### src/pas_pkg.sv
// Package for the pipe A second-level event status and enable register
package pas_pkg;

    // Register geometry
    localparam int          PAS_DW          = 32;
    localparam logic [31:0] PAS_RESET_VAL   = 32'h0000_0000;
    // Writable enable bits: 30 and 27..16
    localparam logic [31:0] PAS_ENA_MASK    = 32'h4fff_0000;
    // One-to-clear status bits: 15, 14 and 11..0
    localparam logic [31:0] PAS_STAT_MASK   = 32'h0000_cfff;

    // Status bit positions
    localparam int PAS_ST_SPR_B_FLIP  = 15;
    localparam int PAS_ST_SPR_A_FLIP  = 14;
    localparam int PAS_ST_GMB         = 11;
    localparam int PAS_ST_PLN_A_FLIP  = 10;
    localparam int PAS_ST_VSYNC       = 9;
    localparam int PAS_ST_LINE_CMP    = 8;
    localparam int PAS_ST_BLPS        = 7;
    localparam int PAS_ST_PSR         = 6;
    localparam int PAS_ST_ODD_FIELD   = 5;
    localparam int PAS_ST_EVEN_FIELD  = 4;
    localparam int PAS_ST_PERF_MON    = 3;
    localparam int PAS_ST_VBL_START   = 2;
    localparam int PAS_ST_FRAME_START = 1;
    localparam int PAS_ST_HBLANK      = 0;

    // Enable bit positions
    localparam int PAS_EN_SPR_B_FLIP  = 30;
    localparam int PAS_EN_GMB         = 27;
    localparam int PAS_EN_PLN_A_FLIP  = 26;
    localparam int PAS_EN_VSYNC       = 25;
    localparam int PAS_EN_LINE_CMP    = 24;
    localparam int PAS_EN_BLPS        = 23;
    localparam int PAS_EN_SPR_A_FLIP  = 22;
    localparam int PAS_EN_ODD_FIELD   = 21;
    localparam int PAS_EN_EVEN_FIELD  = 20;
    localparam int PAS_EN_PERF_MON    = 19;
    localparam int PAS_EN_VBL_START   = 18;
    localparam int PAS_EN_FRAME_START = 17;
    localparam int PAS_EN_HBLANK      = 16;

    // One-cycle event pulses from the pipe's event generators
    typedef struct packed {
        logic sprite_b_flip;
        logic sprite_a_flip;
        logic graphics_management_bus;
        logic plane_a_flip;
        logic vsync;
        logic line_cmp;
        logic backlight_power_saving;
        logic panel_self_refresh;
        logic odd_field;
        logic even_field;
        logic perf_mon;
        logic vblank_start;
        logic frame_start;
        logic hblank;
    } pas_evt_t;

    // Register access request
    typedef struct packed {
        logic        wr;
        logic        rd;
        logic [31:0] wdata;
    } pas_req_t;

endpackage : pas_pkg

### src/pas_sticky.sv
// Bank of sticky one-to-clear flags
`timescale 1ns/1ps
module pas_sticky #(
    parameter int W = 32
) (
    // Clock and reset
    input  wire logic         mclk,
    input  wire logic         rst,
    // Set and clear vectors
    input  wire logic [W-1:0] set_in,
    input  wire logic [W-1:0] clr_in,
    // Flag state
    output logic      [W-1:0] flags_ff
);

    // Set beats clear so an event landing on a clear is kept
    always_ff @(posedge mclk) begin
        if (rst) begin
            flags_ff <= '0;
        end else begin
            flags_ff <= (flags_ff & ~clr_in) | set_in;
        end
    end

endmodule : pas_sticky

### src/pas_status.sv
// Pipe A second-level event status and enable register with summary output
`timescale 1ns/1ps
module pas_status
    import pas_pkg::*;
(
    // Clock and reset
    input  wire logic             mclk,
    input  wire logic             rst,
    // Register access port
    input  wire pas_pkg::pas_req_t reg_req,
    output logic [31:0]           reg_rdata_ff,
    output logic                  reg_rvalid_ff,
    // Event pulses from the pipe
    input  wire pas_pkg::pas_evt_t evt,
    // Qualifiers from neighbouring registers
    input  wire logic             psr_irq_en,
    input  wire logic             field0_only_mode,
    // First-level summary
    output logic                  irq_summary_ff
);
    import pas_pkg::*;

    logic [31:0] ena_ff;
    logic [31:0] stat_ff;
    logic [31:0] set_vec;
    logic [31:0] clr_vec;
    logic [31:0] gated;
    logic        psr_fwd;
    logic        nxt_summary;
    logic [31:0] rd_val;

    // Enable bits: plain storage, only documented enable positions kept
    // reserved positions masked
    always_ff @(posedge mclk) begin
        if (rst) begin
            ena_ff <= PAS_RESET_VAL;
        end else if (reg_req.wr) begin
            ena_ff <= reg_req.wdata & PAS_ENA_MASK;
        end
    end

    // Map event pulses onto status positions
    always_comb begin
        set_vec = '0;
        set_vec[PAS_ST_SPR_B_FLIP]  = evt.sprite_b_flip;
        set_vec[PAS_ST_SPR_A_FLIP]  = evt.sprite_a_flip;
        set_vec[PAS_ST_GMB]         = evt.graphics_management_bus;
        set_vec[PAS_ST_PLN_A_FLIP]  = evt.plane_a_flip;
        // vertical sync, one per field or frame as the generator pulses
        set_vec[PAS_ST_VSYNC]       = evt.vsync;
        set_vec[PAS_ST_LINE_CMP]    = evt.line_cmp;
        // backlight power-saving event only; panel self-refresh has its own bit
        set_vec[PAS_ST_BLPS]        = evt.backlight_power_saving;
        set_vec[PAS_ST_PSR]         = evt.panel_self_refresh;
        // odd field, suppressed in field-0-only mode
        set_vec[PAS_ST_ODD_FIELD]   = evt.odd_field & ~field0_only_mode;
        set_vec[PAS_ST_EVEN_FIELD]  = evt.even_field & ~field0_only_mode;
        set_vec[PAS_ST_PERF_MON]    = evt.perf_mon;
        set_vec[PAS_ST_VBL_START]   = evt.vblank_start;
        set_vec[PAS_ST_FRAME_START] = evt.frame_start;
        set_vec[PAS_ST_HBLANK]      = evt.hblank;
    end

    // Only ones written into status positions clear
    // zero bits leave status alone
    assign clr_vec = reg_req.wr ? (reg_req.wdata & PAS_STAT_MASK) : 32'h0000_0000;

    // Sticky status bank
    pas_sticky #(
        .W (PAS_DW)
    ) u_sticky (
        .mclk     (mclk),
        .rst      (rst),
        .set_in   (set_vec & PAS_STAT_MASK),
        .clr_in   (clr_vec),
        .flags_ff (stat_ff)
    );

    // Self-refresh bit has no enable here, only the neighbouring one
    // gated by external enable
    assign psr_fwd = stat_ff[PAS_ST_PSR] & psr_irq_en;

    // Pair each status with its enable
    always_comb begin
        gated = '0;
        gated[0]  = stat_ff[PAS_ST_GMB]         & ena_ff[PAS_EN_GMB];
        gated[1]  = stat_ff[PAS_ST_PLN_A_FLIP]  & ena_ff[PAS_EN_PLN_A_FLIP];
        gated[2]  = stat_ff[PAS_ST_VSYNC]       & ena_ff[PAS_EN_VSYNC];
        gated[3]  = stat_ff[PAS_ST_LINE_CMP]    & ena_ff[PAS_EN_LINE_CMP];
        gated[4]  = stat_ff[PAS_ST_BLPS]        & ena_ff[PAS_EN_BLPS];
        gated[5]  = stat_ff[PAS_ST_SPR_A_FLIP]  & ena_ff[PAS_EN_SPR_A_FLIP];
        // Field enables are only meaningful when software follows interlace use
        // field event gating
        gated[6]  = stat_ff[PAS_ST_ODD_FIELD]   & ena_ff[PAS_EN_ODD_FIELD];
        gated[7]  = stat_ff[PAS_ST_EVEN_FIELD]  & ena_ff[PAS_EN_EVEN_FIELD];
        gated[8]  = stat_ff[PAS_ST_PERF_MON]    & ena_ff[PAS_EN_PERF_MON];
        gated[9]  = stat_ff[PAS_ST_VBL_START]   & ena_ff[PAS_EN_VBL_START];
        gated[10] = stat_ff[PAS_ST_FRAME_START] & ena_ff[PAS_EN_FRAME_START];
        gated[11] = stat_ff[PAS_ST_HBLANK]      & ena_ff[PAS_EN_HBLANK];
        gated[12] = stat_ff[PAS_ST_SPR_B_FLIP]  & ena_ff[PAS_EN_SPR_B_FLIP];
        gated[13] = psr_fwd;
    end

    // Summary reduction
    // OR of gated sources
    assign nxt_summary = |gated;

    // Registered so the first level sees a glitch-free level
    always_ff @(posedge mclk) begin
        if (rst) begin
            irq_summary_ff <= 1'b0;
        end else begin
            irq_summary_ff <= nxt_summary;
        end
    end

    // Read value
    // reserved and unused bits read zero
    assign rd_val = (ena_ff & PAS_ENA_MASK) | (stat_ff & PAS_STAT_MASK);

    // Read data captured one cycle after the strobe
    always_ff @(posedge mclk) begin
        if (rst) begin
            reg_rdata_ff  <= 32'h0000_0000;
            reg_rvalid_ff <= 1'b0;
        end else begin
            reg_rvalid_ff <= reg_req.rd;
            if (reg_req.rd) begin
                reg_rdata_ff <= rd_val;
            end
        end
    end

    // Assertions
    // summary follows gates
    a_summary_or: assert property (@(posedge mclk) disable iff (rst)
        ##1 irq_summary_ff == $past(|gated))
        else $error("summary does not follow gated status");

    a_gmb_gate: assert property (@(posedge mclk) disable iff (rst)
        (stat_ff[PAS_ST_GMB] && ena_ff[PAS_EN_GMB]) |=> irq_summary_ff)
        else $error("enabled bus status did not raise summary");

    a_gmb_mask: assert property (@(posedge mclk) disable iff (rst)
        (!ena_ff[PAS_EN_GMB] && !(|gated[13:1])) |=> !irq_summary_ff)
        else $error("masked bus status raised summary");

    a_plane_gate: assert property (@(posedge mclk) disable iff (rst)
        (stat_ff[PAS_ST_PLN_A_FLIP] && ena_ff[PAS_EN_PLN_A_FLIP]) |=> irq_summary_ff)
        else $error("enabled plane flip status did not raise summary");

    a_vsync_gate: assert property (@(posedge mclk) disable iff (rst)
        (stat_ff[PAS_ST_VSYNC] && ena_ff[PAS_EN_VSYNC]) |=> irq_summary_ff)
        else $error("enabled vsync status did not raise summary");

    a_line_gate: assert property (@(posedge mclk) disable iff (rst)
        (stat_ff[PAS_ST_LINE_CMP] && ena_ff[PAS_EN_LINE_CMP]) |=> irq_summary_ff)
        else $error("enabled line compare status did not raise summary");

    a_blps_gate: assert property (@(posedge mclk) disable iff (rst)
        (stat_ff[PAS_ST_BLPS] && ena_ff[PAS_EN_BLPS]) |=> irq_summary_ff)
        else $error("enabled power-saving status did not raise summary");

    a_spra_gate: assert property (@(posedge mclk) disable iff (rst)
        (stat_ff[PAS_ST_SPR_A_FLIP] && ena_ff[PAS_EN_SPR_A_FLIP]) |=> irq_summary_ff)
        else $error("enabled sprite A status did not raise summary");

    a_perf_gate: assert property (@(posedge mclk) disable iff (rst)
        (stat_ff[PAS_ST_PERF_MON] && ena_ff[PAS_EN_PERF_MON]) |=> irq_summary_ff)
        else $error("enabled performance status did not raise summary");

    a_vblank_gate: assert property (@(posedge mclk) disable iff (rst)
        (stat_ff[PAS_ST_VBL_START] && ena_ff[PAS_EN_VBL_START]) |=> irq_summary_ff)
        else $error("enabled blank start status did not raise summary");

    a_frame_gate: assert property (@(posedge mclk) disable iff (rst)
        (stat_ff[PAS_ST_FRAME_START] && ena_ff[PAS_EN_FRAME_START]) |=> irq_summary_ff)
        else $error("enabled frame start status did not raise summary");

    a_hblank_gate: assert property (@(posedge mclk) disable iff (rst)
        (stat_ff[PAS_ST_HBLANK] && ena_ff[PAS_EN_HBLANK]) |=> irq_summary_ff)
        else $error("enabled horizontal blank status did not raise summary");

    a_sprb_set: assert property (@(posedge mclk) disable iff (rst)
        evt.sprite_b_flip |=> stat_ff[PAS_ST_SPR_B_FLIP])
        else $error("sprite B flip event not latched");

    a_sticky_hold: assert property (@(posedge mclk) disable iff (rst)
        (stat_ff[PAS_ST_SPR_A_FLIP] && !reg_req.wr) |=> stat_ff[PAS_ST_SPR_A_FLIP])
        else $error("sticky bit dropped without clear");

    a_set_wins: assert property (@(posedge mclk) disable iff (rst)
        (evt.graphics_management_bus && reg_req.wr && reg_req.wdata[PAS_ST_GMB])
        |=> stat_ff[PAS_ST_GMB])
        else $error("event lost under simultaneous clear");

    a_plane_set: assert property (@(posedge mclk) disable iff (rst)
        evt.plane_a_flip |=> stat_ff[PAS_ST_PLN_A_FLIP])
        else $error("plane flip event not latched");

    a_vsync_set: assert property (@(posedge mclk) disable iff (rst)
        evt.vsync |=> stat_ff[PAS_ST_VSYNC])
        else $error("vsync event not latched");

    a_clear_one: assert property (@(posedge mclk) disable iff (rst)
        (reg_req.wr && reg_req.wdata[PAS_ST_LINE_CMP] && !evt.line_cmp)
        |=> !stat_ff[PAS_ST_LINE_CMP])
        else $error("write one did not clear line compare");

    a_blps_set: assert property (@(posedge mclk) disable iff (rst)
        evt.backlight_power_saving |=> stat_ff[PAS_ST_BLPS])
        else $error("power-saving event not latched");

    a_psr_gate: assert property (@(posedge mclk) disable iff (rst)
        (!psr_irq_en && ena_ff == 32'h0000_0000) |=> !irq_summary_ff)
        else $error("self-refresh forwarded without its enable");

    a_psr_fwd: assert property (@(posedge mclk) disable iff (rst)
        (stat_ff[PAS_ST_PSR] && psr_irq_en) |=> irq_summary_ff)
        else $error("enabled self-refresh status did not raise summary");

    a_odd_block: assert property (@(posedge mclk) disable iff (rst)
        (!stat_ff[PAS_ST_ODD_FIELD] && field0_only_mode) |=> !stat_ff[PAS_ST_ODD_FIELD])
        else $error("odd field set in field-0-only mode");

    a_zero_keeps: assert property (@(posedge mclk) disable iff (rst)
        (reg_req.wr && (stat_ff[PAS_ST_PLN_A_FLIP] && !reg_req.wdata[PAS_ST_PLN_A_FLIP]))
        |=> stat_ff[PAS_ST_PLN_A_FLIP])
        else $error("zero write disturbed status");

    a_reserved_zero: assert property (@(posedge mclk) disable iff (rst)
        reg_rvalid_ff |-> (reg_rdata_ff & 32'hb000_3000) == 32'h0000_0000)
        else $error("reserved bits read nonzero");

    a_read_latency: assert property (@(posedge mclk) disable iff (rst)
        reg_req.rd |=> reg_rvalid_ff && reg_rdata_ff == $past(rd_val))
        else $error("read data not returned next cycle");

endmodule : pas_status

### config.mk
export PLATFORM = sky130hd
export DESIGN_NAME = pas_status
export DESIGN_NICKNAME = d
export VERILOG_FILES = /design/src/pas_pkg.sv /design/src/pas_sticky.sv /design/src/pas_status.sv
export SDC_FILE = /design/constraint.sdc
export NUM_CORES = 1
export LEC_CHECK = 0
export ABC_AREA = 1
export BUFFER_PORTS_ARGS = -buffer_cell sky130_fd_sc_hd__buf_4
export CORE_MARGIN = 2
export CORE_UTILIZATION = 47
export CTS_BUF_LIST = sky130_fd_sc_hd__clkbuf_8 sky130_fd_sc_hd__clkbuf_16
export DETAILED_ROUTE_END_ITERATION = 10
export GPL_TIMING_DRIVEN = 0
export PLACE_DENSITY = 0.78
export SYNTH_ARGS = -nofsm -noshare
export SYNTH_HDL_FRONTEND = slang
export SYNTH_SLANG_ARGS = --single-unit
### constraint.sdc
create_clock -name mclk -period 1 [get_ports mclk]
set_input_delay 0.2 -clock mclk [delete_from_list [all_inputs] [get_ports mclk]]
set_output_delay 0.2 -clock mclk [all_outputs]
set_load 0.03 [all_outputs]
Word-level counts from Yosys, hierarchy flattened
Index checks and enable logic that the tools add are counted.

Logic and storage cells: 28. Output and inout port bits: 34. Flip-flop bits (word level): 79. Input bits: 52.

Reductions and logical operators: 1. Muxes and demuxes: 1. Bitwise gates (word level): 21.

Operators with widths (number): 32-bit AND (1); 16-bit NOT with 32-bit output (1); 32-bit by 16-bit OR with 32-bit output (1); 31-bit by 16-bit OR with 31-bit output (1); 1-bit AND (16); 16-bit 2-to-1 mux (1); 14-bit OR reduction (1); 1-bit NOT (1).

Logic depth before layout (Yosys ltp)
Depth in word-level cells: 4. Depth in mapped cells: 6. Depth with buffers taken out: 6.

Modules after synthesis
Synthesis repeated with hierarchy kept, for this count alone.

Cell total of the unflattened synthesis: 409. Area, all modules: 3014.1 µm².

Modules (own cells, without submodules): pas_status (area each 1819.2 µm², times used 1, cells an instance 246, seq. area each 840.8 µm²); pas_sticky (area each 1194.9 µm², times used 1, cells an instance 163, seq. area each 640.6 µm²).

Worst setup path before layout
Ideal clock, no wire load.

Path type: reg2reg. Start: reg u_sticky.flags_ff[1]. End: reg irq_summary_ff. Arrival: 0.651 ns. Library setup time: 0.129 ns. Cell stages (with the launch flop): 7. Slack: 0.220 ns. Cells stage by stage: dfxtp_1 nand2_1 nand2_1 nor2_1 nand2_1 nor2_1 nor2_1.

Longest elaborated chain between the ends: 2.

Ends and longest elaborated chain: start: declaration (line pas_sticky.sv:13) `output logic [W-1:0] flags_ff`; start signal: assignment (line pas_sticky.sv:21) `flags_ff <= (flags_ff & ~clr_in) | set_in;`; 1-bit AND (line pas_status.sv:98) `gated[10] = stat_ff[PAS_ST_FRAME_START] & ena_ff[PAS_EN_FRAME_START];`; 14-bit OR reduction (line pas_status.sv:106) `assign nxt_summary = |gated;`; end signal: assignment (line pas_status.sv:113) `irq_summary_ff <= nxt_summary;`; end: declaration (line pas_status.sv:19) `output logic irq_summary_ff`.

Every way passes these cells. A chain may end at the register's enable or synchronous reset.

Worst setup path after layout
Start: reg reg_rdata_ff[4]. End: out reg_rdata_ff[4].

RTL lines: start: declaration (line pas_status.sv:11) `output logic [31:0] reg_rdata_ff,`; start signal: assignment (line pas_status.sv:129) `reg_rdata_ff <= rd_val;`.

No word-level cell between the ends.

==> impl_metrics.env <==
export IMPL_status="completed"
export IMPL_rows=24
export IMPL_hold_class="input pin to flop"
export IMPL_vias_per_cell=4.84
export IMPL_yosysSeqAreaShare=0.530
export IMPL_max_stage_delay_ns=0.36
export IMPL_cts_sinks=56
export IMPL_p_leak_nw=1.38
export IMPL_min_delay_start="evt[10]"
export IMPL_core_um2=4350
export IMPL_drc=0
export IMPL_grt_pass1_vias=1845
export IMPL_final_area_um2=3030
export IMPL_clk_pin_slew_worst_paths_ns=0.10
export IMPL_route_antenna_remaining_nets=0
export IMPL_start_util=0.486
export IMPL_endpoint="reg_rdata_ff[4]"
export IMPL_fin_util=0.696
export IMPL_gp_congestion=0.824
export IMPL_drt_first_pass_iters=4
export IMPL_path_delay_family="flip-flops"
export IMPL_maxCapViolCount=0
export IMPL_reg2reg_slack_ns=0.10
export IMPL_synth_avg_cell_area_um2=7.72
export IMPL_fp_dieW_um=71.1
export IMPL_dpl_cell_area_um2=2740
export IMPL_port_buffers=72
export IMPL_crit_type="flop to primary output"
export IMPL_final_hold_violation_count=0
export IMPL_reg2reg_to="irq_summary_ff$_SDFF_PP0_"
export IMPL_critPathLaunchType="flop"
export IMPL_globalRouteOverflowTotal=0
export IMPL_antenna_found_initial=0
export IMPL_worstPathRequired_ns=0.80
export IMPL_area_growth_pct=43.4
export IMPL_cp_cell_sequence="buf_6"
export IMPL_fmax_mhz=1000
export IMPL_yosysWarnings=0
export IMPL_netlist_top_cells_area="dfxtp_1, nand2_1, a21oi_1, nor2_1, buf_6"
export IMPL_r2r_start="u_sticky.flags_ff[0]$_SDFF_PP0_"
export IMPL_finClkSkew_ns=0.00832
export IMPL_routed_wl_um=5180
export IMPL_drive_gt1_frac=0.380
export IMPL_peakVddDrop_mv=1.16
export IMPL_rr_worst_depth=6
export IMPL_grt_max_degree=18
export IMPL_rsz0062_at_grt="true"
export IMPL_diodes=0
export IMPL_via_count=2023
export IMPL_cp_num_buf_inv=1
export IMPL_critical_path_depth=1
export IMPL_drt_iter0_markers=122
export IMPL_worstPathArrival_ns=0.80
export IMPL_powerDensity_nw_per_um2=1440
export IMPL_syn_area_um2=2110
export IMPL_ys_types=14
export IMPL_root_buffer="clkbuf_8"
export IMPL_period_needed_ns=0.997
export IMPL_tightest_slew_ns=0.504
export IMPL_crit_path_end_kind="primary output"
export IMPL_postSynthCellCount=274
export IMPL_numCtsBuffers=5
export IMPL_clk_latency_ns=0.31
export IMPL_drv_slew=0
export IMPL_post_drt_wl_per_cell_um=12.4
export IMPL_postCtsHoldBufs=0
export IMPL_ys_ff_latch=56
export IMPL_h_tree_depth=2
export IMPL_die_y_um=71.1
export IMPL_max_slew_margin=0.664
export IMPL_cts_buffer_depth=2
export IMPL_yosysTopAreaCell="dfxtp_1"
export IMPL_die_area_um2=5050
export IMPL_timing_final_crit_share=0.997
export IMPL_grt_pass1_wl_um=8300
export IMPL_cts_tree="yes"
export IMPL_critPathLaunch="reg_rdata_ff[4]$_SDFFE_PP0P_"
export IMPL_slowest_stage="dfxtp_2"
export IMPL_gr_usage_all_layers=0.209
export IMPL_hpwl_um=3670
export IMPL_setup_viol=0
export IMPL_synth_top_area_frac=0.530
export IMPL_num_nets_final=417
export IMPL_ioPinCount=86
export IMPL_crit_fanout=2
==> registers in the layout, indices dropped and copies added (netlist names) <==
signal             count
ena_ff                13
irq_summary_ff         1
reg_rdata_ff          27
reg_rvalid_ff          1
u_sticky.flags_ff     14
==> metal layers <==
| layer | up-vias | part of all wire | GRT usage |
|---|---|---|---|
| li1 | 1038 | - | - |
| met1 | 902 | 0.44 | 0.269 |
| met2 | 72 | 0.47 | 0.340 |
| met3 | 11 | 0.066 | 0.0470 |
| met4 | 0 | 0.022 | 0.0860 |
| met5 | - | 0 | 0 |
==> stage by stage <==
stage / setup TNS [ns] / hold WS (ns) / total power [mW] / cells / worst slack (ns)
global placement: 0 / 0.404 / 3.14 / 402 / 0.0982
finish: 0 / 0.0869 / 4.38 / 418 / 0.00269
global route: -0.292 / 0.0882 / 4.58 / 418 / -0.0241
CTS: -0.00498 / 0.0843 / 4.37 / 410 / -0.00498
detailed placement: 0 / 0.412 / 3.15 / 402 / 0.105
floorplan: 0 / 0.317 / 2.86 / 278 / 0.220
==> layout by cell type, fill, tap and decap left out, drive strengths merged <==
cell,instances
buf,99
a21oi,54
conb,5
dfxtp,56
clkbuf,6
clkinv,1
inv,5
clkinvlp,1
nand2,121
nor2,18
==> report_power, final <==
part / total (mW) / leakage (nW) / internal (mW) / switching, mW
sequential: 2.44 / 0.474 / 2.36 / 0.0887
clock: 1.21 / 0.0455 / 0.489 / 0.721
combinational: 0.724 / 0.863 / 0.354 / 0.370
==> how the worst min path moves through the flow <==
stage                                  endpoint  cells past startpoint
2_1_floorplan   u_sticky.flags_ff[0]$_SDFF_PP0_                      2
3_3_place_gp    u_sticky.flags_ff[6]$_SDFF_PP0_                      3
3_5_place_dp    u_sticky.flags_ff[1]$_SDFF_PP0_                      3
4_1_cts         u_sticky.flags_ff[8]$_SDFF_PP0_                      3
5_1_grt        u_sticky.flags_ff[11]$_SDFF_PP0_                      3
6_report       u_sticky.flags_ff[10]$_SDFF_PP0_                      3
==> Yosys cell counts <==
library cell  count
buf_2             5
buf_6             6
a21oi_2           1
dfxtp_1          56
buf_4             6
inv_8             1
inv_1             2
nor2_1           18
conb_1            1
nand2_1         121
a21oi_1          53
inv_2             1
clkbuf_1          1
buf_8             2
==> cells by family after synthesis <==
group	after synthesis	share of synthesized area
AOI/OAI and AO/OA	54	0.130
buffers and inverters	24	0.0917
DFF	56	0.530
other	1	0.00177
and+or+nand+nor	139	0.247
==> repair_timing <==
item / CTS / global route
gates resized for setup: 54 / 5
endpoints found under the setup margin: 27 / 28
setup buffers: 0 / 8
==> final cells by class <==
type,count,area (µm²)
Clock inverter,3,20.0
Inverter,4,22.5
Multi-Input combinational cell,198,817
Fill cell,381,1320
Tap cell,52,65.1
Clock buffer,5,68.8
Buffer,20,171
Sequential cell,56,1160
Timing Repair Buffer,80,709
Note: power is estimated with default switching activity, not from simulation.
